File: src/sli_pkg.sv
package sli_pkg;
   // timing figures in their own units and the derived cycle counts at 125 MHz
   localparam int unsigned CLK_HZ         = 125_000_000;
   localparam int unsigned FAST_MS        = 500;
   localparam int unsigned SLOW_MS        = 1000;
   localparam int unsigned BURST_S        = 8;
   localparam int unsigned FLASH_MS       = 250;
   localparam int unsigned MS_CYCLES      = CLK_HZ / 1000;
   localparam int unsigned FAST_CYCLES    = FAST_MS * MS_CYCLES;
   localparam int unsigned SLOW_CYCLES    = SLOW_MS * MS_CYCLES;
   localparam int unsigned FLASH_CYCLES   = FLASH_MS * MS_CYCLES;
   localparam int unsigned BURST_TICKS    = BURST_S * 1000 / FLASH_MS;
   localparam int unsigned ERR_W          = 8;
   localparam int unsigned TICK_W         = 32;
   // reset values
   localparam logic        LAMP_RST       = 1'b0;
   localparam logic [4:0]  ST_RST         = 5'h01;

   typedef enum logic [4:0] {
      SLI_ST_INIT  = 5'h01,
      SLI_ST_CHECK = 5'h02,
      SLI_ST_RUN   = 5'h04,
      SLI_ST_HALT  = 5'h08,
      SLI_ST_SPARE = 5'h10
   } sli_state_t;
endpackage

File: src/sli_tick_if.sv
`timescale 1ns/1ps
// carries the fixed-period enable pulses between the divider and the lamp logic
interface sli_tick_if;
   logic fast_tick;
   logic slow_tick;
   logic flash_tick;
   modport src (output fast_tick, output slow_tick, output flash_tick);
   modport dst (input fast_tick, input slow_tick, input flash_tick);
endinterface

File: src/sli_divider.sv
`timescale 1ns/1ps
// one-cycle enable pulse every PERIOD clocks
module sli_divider #(
   parameter int unsigned PERIOD = 2
) (
   input  wire logic  clk_sys,
   input  wire logic  rst_n,
   output logic       tick
);
   logic [sli_pkg::TICK_W-1:0] cnt_reg;

   // free-running count, wraps at the period
   always_ff @(posedge clk_sys or negedge rst_n) begin
      if (!rst_n) begin
         cnt_reg <= '0;
         tick    <= 1'b0;
      end else if (cnt_reg == sli_pkg::TICK_W'(PERIOD - 1)) begin
         cnt_reg <= '0;
         tick    <= 1'b1;
      end else begin
         cnt_reg <= cnt_reg + 1'b1;
         tick    <= 1'b0;
      end
   end
endmodule // sli_divider

File: src/sli_status_lamps.sv
`timescale 1ns/1ps
// Contract
// - red lamp toggles every 500 ms while battery is low or absent; only batt_low drives it here, there is no battery-absent input
// - red lamp toggles every second during upgrade or without firmware
// - on fault, red flashes error-count times, burst repeats every 8 seconds; here only the low 7 bits of the count are used, giving at most 16 flashes
// - amber lamp steady on only during online debug with breakpoints
// - green lamp off while I/O configuration is not loaded
// - green lamp off during a firmware upgrade
// - green lamp off while a debug session is online
// - green lamp off while faulted or in error
// - run state entered only after memory, bus and battery checks pass
module sli_status_lamps (
   input  wire logic                    clk_sys,
   input  wire logic                    rst_n,
   input  wire logic                    batt_low,
   input  wire logic                    fw_upgrade,
   input  wire logic                    fw_absent,
   input  wire logic                    faulted,
   input  wire logic [sli_pkg::ERR_W-1:0] err_count,
   input  wire logic                    debug_online,
   input  wire logic                    debug_brk,
   input  wire logic                    io_configured,
   input  wire logic                    chk_done,
   input  wire logic                    chk_mem_ok,
   input  wire logic                    chk_bus_ok,
   input  wire logic                    chk_batt_ok,
   output logic                         run_en,
   output logic                         lamp_red,
   output logic                         lamp_amber,
   output logic                         lamp_green
);
   sli_tick_if ticks ();
   sli_pkg::sli_state_t state_reg;
   logic                      fast_ph_reg;
   logic                      slow_ph_reg;
   logic [5:0]                slot_reg;
   logic [sli_pkg::ERR_W-1:0] flashes_reg;
   logic                      flash_lit;
   logic                      red_next;
   logic                      green_next;
   logic                      amber_next;
   logic                      in_run;
   logic                      fw_busy;
   logic                      burst_end;

   // three fixed-period enables, all from the one system clock
   // fast blink: half period of the battery warning
   sli_divider #(.PERIOD(sli_pkg::FAST_CYCLES)) u_fast (
      .clk_sys (clk_sys),
      .rst_n   (rst_n),
      .tick    (ticks.fast_tick)
   );

   // slow blink: half period of the firmware warning
   sli_divider #(.PERIOD(sli_pkg::SLOW_CYCLES)) u_slow (
      .clk_sys (clk_sys),
      .rst_n   (rst_n),
      .tick    (ticks.slow_tick)
   );

   // flash slot: one quarter second of the error burst
   sli_divider #(.PERIOD(sli_pkg::FLASH_CYCLES)) u_flash (
      .clk_sys (clk_sys),
      .rst_n   (rst_n),
      .tick    (ticks.flash_tick)
   );

   // power-up sequence: run only once every self-check passes
   // a failed check parks in halt until the next reset
   always_ff @(posedge clk_sys or negedge rst_n) begin
      if (!rst_n) begin
         state_reg <= sli_pkg::SLI_ST_INIT;
      end else begin
         case (state_reg)
            sli_pkg::SLI_ST_INIT: begin
               state_reg <= sli_pkg::SLI_ST_CHECK;
            end
            sli_pkg::SLI_ST_CHECK: begin
               if (chk_done && chk_mem_ok && chk_bus_ok && chk_batt_ok) begin
                  state_reg <= sli_pkg::SLI_ST_RUN;
               end else if (chk_done) begin
                  state_reg <= sli_pkg::SLI_ST_HALT;
               end
            end
            sli_pkg::SLI_ST_RUN: begin
               state_reg <= sli_pkg::SLI_ST_RUN;
            end
            sli_pkg::SLI_ST_HALT: begin
               state_reg <= sli_pkg::SLI_ST_HALT;
            end
            default: begin
               state_reg <= sli_pkg::SLI_ST_INIT; // stray codes restart the sequence
            end
         endcase
      end
   end

   // shared condition decode
   // firmware missing and firmware upgrade share one red pattern
   assign in_run  = (state_reg == sli_pkg::SLI_ST_RUN);
   assign fw_busy = fw_upgrade || fw_absent;

   // fast blink phase for the battery warning
   // free-running, so the first toggle may come early after entry
   always_ff @(posedge clk_sys or negedge rst_n) begin
      if (!rst_n) begin
         fast_ph_reg <= 1'b0;
      end else if (ticks.fast_tick) begin
         fast_ph_reg <= ~fast_ph_reg;
      end
   end

   // slow blink phase for the firmware warning
   // free-running like the fast phase
   always_ff @(posedge clk_sys or negedge rst_n) begin
      if (!rst_n) begin
         slow_ph_reg <= 1'b0;
      end else if (ticks.slow_tick) begin
         slow_ph_reg <= ~slow_ph_reg;
      end
   end

   // last quarter-second slot of the 8 s burst window
   // both the slot counter and the count latch act on it
   assign burst_end = ticks.flash_tick && (slot_reg == 6'(sli_pkg::BURST_TICKS - 1));

   // slot counter: 32 quarter-second slots make one 8 s burst
   // wraps on its own, the burst repeats while the fault stays
   always_ff @(posedge clk_sys or negedge rst_n) begin
      if (!rst_n) begin
         slot_reg <= '0;
      end else if (burst_end) begin
         slot_reg <= '0;
      end else if (ticks.flash_tick) begin
         slot_reg <= slot_reg + 6'h01;
      end
   end

   // error count is taken once per burst
   // a count that changes mid-burst never cuts the burst short
   always_ff @(posedge clk_sys or negedge rst_n) begin
      if (!rst_n) begin
         flashes_reg <= '0;
      end else if (burst_end) begin
         flashes_reg <= err_count;
      end
   end

   // even slots are lit, one per flash, odd slots are the dark gaps
   // only the low 7 bits of the count are used, and those of 16 or more give 16 flashes per burst
   assign flash_lit = !slot_reg[0] &&
                      ({3'h0, slot_reg[5:1]} < {1'b0, flashes_reg[6:0]});

   // red lamp selection by priority: fault, then firmware, then low battery
   // with no warning active red is steady on, but only in the run state
   // so a halted controller shows a dark red lamp
   always_comb begin
      if (faulted) begin
         red_next = flash_lit;
      end else if (fw_busy) begin
         red_next = slow_ph_reg;
      end else if (batt_low) begin
         red_next = fast_ph_reg;
      end else begin
         red_next = in_run;
      end
   end

   // green only in clean run
   // missing firmware alone does not darken green
   always_comb begin
      green_next = in_run && io_configured
                   && !fw_upgrade
                   && !debug_online
                   && !faulted;
   end

   // amber follows an online debug session that has breakpoints set
   // debug online without breakpoints leaves amber dark
   assign amber_next = debug_online && debug_brk;

   // red lamp driver
   // registered so a decode glitch never reaches the panel
   always_ff @(posedge clk_sys or negedge rst_n) begin
      if (!rst_n) begin
         lamp_red <= sli_pkg::LAMP_RST;
      end else begin
         lamp_red <= red_next;
      end
   end

   // amber lamp driver
   // one cycle behind the debug inputs
   always_ff @(posedge clk_sys or negedge rst_n) begin
      if (!rst_n) begin
         lamp_amber <= sli_pkg::LAMP_RST;
      end else begin
         lamp_amber <= amber_next;
      end
   end

   // green lamp driver
   // one cycle behind the condition inputs
   always_ff @(posedge clk_sys or negedge rst_n) begin
      if (!rst_n) begin
         lamp_green <= sli_pkg::LAMP_RST;
      end else begin
         lamp_green <= green_next;
      end
   end

   // run indication
   // rises one cycle after the state reaches run and holds until reset
   always_ff @(posedge clk_sys or negedge rst_n) begin
      if (!rst_n) begin
         run_en <= 1'b0;
      end else begin
         run_en <= in_run;
      end
   end
endmodule // sli_status_lamps

File: config.mk
export PLATFORM = sky130hd
export DESIGN_NAME = sli_status_lamps
export DESIGN_NICKNAME = d
export VERILOG_FILES = /design/src/sli_pkg.sv /design/src/sli_tick_if.sv /design/src/sli_divider.sv /design/src/sli_status_lamps.sv
export SDC_FILE = /design/constraint.sdc
export NUM_CORES = 1
export LEC_CHECK = 0
export BUFFER_PORTS_ARGS = -buffer_cell sky130_fd_sc_hd__buf_2
export CAP_MARGIN = 20
export CELL_PAD_IN_SITES_DETAIL_PLACEMENT = 1
export CELL_PAD_IN_SITES_GLOBAL_PLACEMENT = 1
export CORE_MARGIN = 2
export CORE_UTILIZATION = 49
export DETAILED_ROUTE_END_ITERATION = 16
export PLACE_DENSITY = 0.76
export SYNTH_ARGS = -nofsm -noshare
export SYNTH_HDL_FRONTEND = slang
export SYNTH_SLANG_ARGS = --single-unit
File: constraint.sdc
create_clock -name clk_sys -period 2.49 [get_ports clk_sys]
set_input_delay 0.498 -clock clk_sys [delete_from_list [all_inputs] [get_ports clk_sys]]
set_output_delay 0.498 -clock clk_sys [all_outputs]
set_load 0.1 [all_outputs]
Word level (Yosys, flattened, before mapping)
Cells that the tools add are included.
{"block": "word_totals", "regBits": 123}
{"block": "op_classes", "add_sub_neg": 4, "magnitude_cmp": 1, "eq_ne": 9, "muxes": 14, "n_bitwise": 2, "reduce_logical": 16}
{"cell": "32-bit by 1-bit adder with 32-bit output (second input constant)", "count": 3}
{"cell": "32-bit 2-to-1 mux", "count": 3}
{"cell": "32-bit by 25-bit equality test with 1-bit output (second input constant)", "count": 1}
{"cell": "32-bit by 26-bit equality test with 1-bit output (second input constant)", "count": 1}
{"cell": "32-bit by 27-bit equality test with 1-bit output (second input constant)", "count": 1}
{"cell": "5-bit one-hot mux with 4 select lines", "count": 1}
{"cell": "6-bit 2-to-1 mux", "count": 2}
{"cell": "1-bit logical AND", "count": 10}
{"cell": "5-bit 2-to-1 mux", "count": 2}
{"cell": "5-bit by 7-bit < comparator with 1-bit output", "count": 1}
{"cell": "6-bit by 1-bit adder with 6-bit output (second input constant)", "count": 1}
{"cell": "6-bit by 5-bit equality test with 1-bit output (second input constant)", "count": 1}
{"cell": "1-bit 2-to-1 mux", "count": 6}
{"cell": "5-bit by 1-bit equality test with 1-bit output (second input constant)", "count": 1}
{"cell": "5-bit by 2-bit equality test with 1-bit output (second input constant)", "count": 1}
{"cell": "5-bit by 3-bit equality test with 1-bit output (second input constant)", "count": 1}
{"cell": "5-bit by 4-bit equality test with 1-bit output (second input constant)", "count": 1}
{"cell": "1-bit logical NOT", "count": 4}
{"cell": "3-bit inequality test (second input constant)", "count": 1}
{"cell": "1-bit inverter", "count": 2}
{"cell": "2-bit nonzero test", "count": 1}
{"cell": "1-bit logical OR", "count": 1}

Longest topological paths before layout
{"block": "depth", "ltp_word": 5, "depth_mapped": 8}

Cells and area by module
From an unflattened synthesis, not the netlist that was laid out.
{"block": "unflattened", "cells_unflattened": 586, "area_unflattened_um2": 6068.3}
{"module": "sli_divider at u_slow", "instances": 1, "cells_each": 162, "area_each_um2": 1675.4}
{"module": "sli_divider at u_fast", "instances": 1, "cells_each": 164, "area_each_um2": 1660.3}
{"module": "sli_divider at u_flash", "instances": 1, "cells_each": 161, "area_each_um2": 1642.8}
{"module": "sli_status_lamps", "instances": 1, "cells_each": 99, "area_each_um2": 1089.8}

Worst setup path after synthesis
No wires, ideal clock.
{"block": "synth_path", "kind": "flip-flop to flip-flop", "startpoint": "register u_slow.cnt_reg[0] (netlist name)", "endpoint": "register u_slow.cnt_reg[14] (netlist name)", "setup_ns": 0.119, "arrival_time_ns": 1.659, "required_ns": 2.371, "setup_slack_ns": 0.712, "stages_incl_launch_ff": 9, "path_buffers": 2, "period_less_slack_ns": 1.778, "path_cell_list": "dfrtp_1 > ha_1 > nand3_1 > nor2_1 > and4_1 > and3_1 > buf_4 > buf_4 > nor2_1"}
{"block": "synth_via", "elab_chain_len": 2, "elab_cells_between_ends": 3}
{"element": "start, declared", "line_no": "sli_divider.sv:10", "source": "logic [sli_pkg::TICK_W-1:0] cnt_reg;"}
{"element": "start signal, assigned", "line_no": "sli_divider.sv:21", "source": "cnt_reg <= cnt_reg + 1'b1;"}
{"element": "32-bit by 1-bit adder with 32-bit output or 32-bit by 27-bit equality test with 1-bit output (tied branches)", "line_no": "sli_divider.sv:21, sli_divider.sv:17"}
{"element": "32-bit 2-to-1 mux (*)", "line_no": "sli_divider.sv:17", "source": "end else if (cnt_reg == sli_pkg::TICK_W'(PERIOD - 1)) begin"}
Every way passes the cells marked *; elsewhere a longest branch is shown, timed or not.
A chain may end at the register's enable or synchronous reset.

Final worst setup path
{"block": "layout_path", "startpoint": "register u_flash.cnt_reg[0] (netlist name)", "endpoint": "register u_flash.cnt_reg[24] (netlist name)"}
{"block": "layout_via", "elab_chain_len": 2, "elab_cells_between_ends": 3}
{"element": "start, declared", "line_no": "sli_divider.sv:10"}
{"element": "start signal, assigned", "line_no": "sli_divider.sv:21"}
{"element": "32-bit by 1-bit adder with 32-bit output or 32-bit by 25-bit equality test with 1-bit output (tied branches)", "line_no": "sli_divider.sv:21, sli_divider.sv:17"}
{"element": "32-bit 2-to-1 mux (*)", "line_no": "sli_divider.sv:17"}
Marked as above.

==> impl_results.md <==
* Final hold violation count at 0
* Number of H-tree levels at 4
* DP HPWL at between 8000 and 9000 µm
* Count of input and output buffers at 23
* Wire length per cell after detailed routing at ~17 µm
* Post-Synth Simple-Gate Area at 26.5%
* Count of maximum capacitance violations at 0
* Ys async rst share at 100%
* Dominant cell by count in the synthesized netlist: sky130_fd_sc_hd__dfrtp_1
* Worst-case headroom to the max-slew limit at around 49%
* Layout overhead on the synthesized area at 16.7%
* Library cells used by synthesis at 43
* Area fraction in compound gates after synthesis at ~2%
* First-pass GRT wire length at 22,100 µm
* Pins over their slew limit at 0
* Area share of the largest cell type after synthesis at ~52%
* Post-layout minimum cycle time at 2.06 ns
* Initial antenna violation count at 0
* Cell at the root of the clock tree: sky130_fd_sc_hd__clkbuf_16
* Combined global-route utilization of all metal layers at around 22%
* Number of nets in the synthesized netlist at between 500 and 600
* Worst clock skew at about 0.0053 ns
* Total of cells resized after clock tree synthesis at 0
* Final worst path period share at between 80% and 90%
* Static power due to leakage at 3.19 nW
* Avg Synthesized Cell Area at roughly 11 µm²
* Crit path arrival time at around 2.4 ns
* Largest family of logic cells by synthesized area: simple AND/OR/NAND/NOR gates
* FP Rows at 39
* Synth cell count leaders: sky130_fd_sc_hd__dfrtp_1, sky130_fd_sc_hd__nor2_1, sky130_fd_sc_hd__xor2_1
* Largest net degree at the start of global routing at 40
* Number of DRC violations after detailed routing at 0
* Height of the die at 113 µm
* Setup Viol. Count Final at 0
* Power density over the cells at ~710 nW/µm²
* Endpoint of the most critical register-to-register path: u_flash.cnt_reg[24]$_DFF_PN0_
* Count of hold buffers inserted by post-cts repair at 0
* Layout fillers at around 1,200
* Area of the mapped netlist at just under 6000 µm²
* Die width at ~110 µm
* Post-synthesis share of cell area spent on full adders, half adders and majority gates at under 10%
* Register area share after synthesis at 52.7%
* Critical path class: reg2reg
* Ratio of cells with drive above 1 in the final layout at a little over an eighth
* Outcome: complete, no violations
* Worst setup slack for register-to-register paths at about 0.43 ns
* I/O Pins at 25
* Main area contributors after synthesis: sky130_fd_sc_hd__dfrtp_1, sky130_fd_sc_hd__xor2_1, sky130_fd_sc_hd__xnor2_1, sky130_fd_sc_hd__nor2_1, sky130_fd_sc_hd__nand4_1
* DP Worst Slack at between 0.4 and 0.5 ns
* Synth warnings at 0
* Clock-pin transition on the worst setup and hold timing paths at 0.05 ns
* Vias at around 4,200
* Total Wirelength at about 13,000 µm
* Clock network latency to the later pin of the worst-skew pair at 0.41 ns
* Mux contribution to synthesized area at under 10%
* Initial cell density of the core at 50.5%
* Clock tree from TritonCTS: built
* Number of buffers between clock root and the deepest sink at 2
* Startpoint kind of the worst setup timing path: register
* Number of antenna cells inserted at 0
* Setup WS post-layout at around 0.43 ns
* Worst min path class: in2async
* Die outline area at 12,700 µm²
* First-pass detailed-route iteration total at 4
* Final net count at between 600 and 700
* Peak ir drop on the vdd network at between 0.6 and 0.7 mV
* Critical path fanouts, max at 5
* Worst endpoint required time at 2.82 ns
* Worst slew pin tran at 0.760 ns
* Unrepaired setup endpoints after global routing: false
* Setup TNS at 0 ns
* Max frequency at between 400 and 500 MHz
* Post-CTS Setup Repair Bufs at 0
* Std-Cell Core Area at around 11,000 µm²
* Origin of the critical flop-to-flop path: u_flash.cnt_reg[0]$_DFF_PN0_
* Ratio of routed vias to standard cells at around 5.7
* Leading register cell type out of synthesis: sky130_fd_sc_hd__dfrtp_1
* CTS buffer count at 17
* Post-synth EDFFs at 0
* Number of instances in the synthesized netlist at 545
* Clock sinks at between 100 and 150
* Number of DRC markers in iteration 0 at approximately 180
* Worst reg2reg path depth at 6
* Remaining number of nets flagged by the antenna check after routing at 0
* Global placement routability congestion at ~0.77
* Post-synthesis sequential element count at between 100 and 150
* Global route overflow at 0
* Area share of xor/xnor cells in the synthesized design at between 10% and 20%
* Synth area leader: sky130_fd_sc_hd__dfrtp_1
* Kind of capture point of the worst setup path: register
* Via count of the first global-routing pass at around 4,600
## critical path, cell delays in order (launching register included)
cell and delay (ns):
sky130_fd_sc_hd__dfrtp_1 0.40, sky130_fd_sc_hd__ha_1 0.24, sky130_fd_sc_hd__nand3_1 0.16, sky130_fd_sc_hd__nor4_1 0.39, sky130_fd_sc_hd__nand4_1 0.32, sky130_fd_sc_hd__nor2_1 0.24
sky130_fd_sc_hd__mux2i_1 0.22
## worst max-delay path by stage
stage	from	endpoint	slack [ns]	cells past startpoint
floorplan	u_slow.cnt_reg[0]$_DFF_PN0_	u_slow.cnt_reg[14]$_DFF_PN0_	0.71	8
global placement	u_flash.cnt_reg[0]$_DFF_PN0_	u_flash.cnt_reg[28]$_DFF_PN0_	0.55	6
detailed placement	u_flash.cnt_reg[0]$_DFF_PN0_	u_flash.cnt_reg[28]$_DFF_PN0_	0.49	6
CTS	u_flash.cnt_reg[0]$_DFF_PN0_	u_flash.cnt_reg[24]$_DFF_PN0_	0.43	6
global route	u_flash.cnt_reg[0]$_DFF_PN0_	u_flash.cnt_reg[24]$_DFF_PN0_	0.29	6
finish	u_flash.cnt_reg[0]$_DFF_PN0_	u_flash.cnt_reg[24]$_DFF_PN0_	0.43	6
## layout make-up
cell class	count	area (µm²)	share of cell area, %
clock buffer	25	495	7.33
clock inverter	7	138	2.04
inverter	8	30.0	0.444
multi-input combinational	403	2650	39.1
sequential	122	3050	45.2
tap	143	179	2.65
timing repair buffer	35	220	3.26
## stage by stage
stage / hold slack [ns] / power [mW] / area [µm²] / utilization (%) / std cells
2_1_floorplan: 0.202 / 2.16 / 5790 / - / 545
3_3_place_gp: 0.422 / 2.23 / 6130 / 53.4 / 711
3_5_place_dp: 0.425 / 2.24 / 6130 / 53.4 / 711
4_1_cts: 0.0726 / 4.87 / 6760 / 59.0 / 743
5_1_grt: 0.0835 / 4.98 / 6760 / 59.0 / 743
6_report: 0.0622 / 4.82 / 6760 / 59.0 / 743
## layout by cell type, fill, tap and decap left out, types with 3 or more instances in the layout
cell type,count
sky130_fd_sc_hd__a211oi_1,3
sky130_fd_sc_hd__a21oi_1,3
sky130_fd_sc_hd__and2_1,4
sky130_fd_sc_hd__and3_1,17
sky130_fd_sc_hd__and4_1,11
sky130_fd_sc_hd__buf_2,22
sky130_fd_sc_hd__buf_4,12
sky130_fd_sc_hd__bufinv_16,4
sky130_fd_sc_hd__clkbuf_1,4
sky130_fd_sc_hd__clkbuf_16,17
sky130_fd_sc_hd__clkbuf_8,4
sky130_fd_sc_hd__dfrtp_1,121
sky130_fd_sc_hd__ha_1,8
sky130_fd_sc_hd__inv_1,8
sky130_fd_sc_hd__mux2_2,6
sky130_fd_sc_hd__mux2i_1,3
sky130_fd_sc_hd__nand2_1,36
sky130_fd_sc_hd__nand2b_1,9
sky130_fd_sc_hd__nand3_1,32
sky130_fd_sc_hd__nand3b_1,3
sky130_fd_sc_hd__nand4_1,40
sky130_fd_sc_hd__nor2_1,71
sky130_fd_sc_hd__nor2b_1,4
sky130_fd_sc_hd__nor3_1,10
sky130_fd_sc_hd__nor4_1,14
sky130_fd_sc_hd__nor4b_1,4
sky130_fd_sc_hd__o21ai_0,8
sky130_fd_sc_hd__or3_1,3
sky130_fd_sc_hd__or4_1,3
sky130_fd_sc_hd__xnor2_1,41
sky130_fd_sc_hd__xor2_1,50
## power breakdown
part           internal, mW  leakage (nW)  switching (mW)
logic                0.0644          1.25          0.0847
clock network          1.78         0.307           0.833
registers              2.02          1.63          0.0382
total                  3.86          3.19           0.956
## layer usage
layer / vias to the layer above / GRT usage [%] / share of wire [%]
met2: 73 / 36.5 / 50
met1: 2121 / 27.3 / 45
met5: - / 0 / 0
met4: 0 / 8.05 / 1.4
li1: 2015 / - / -
met3: 19 / 5.73 / 3.5
## kinds of logic after synthesis
family          Yosys count
compound gates           19
xor+xnor                 91
mux                       9
fa+ha+maj                 8
buf+inv                  20
flops                   122
simple gates            276
Note: power is estimated with default switching activity, not from simulation.
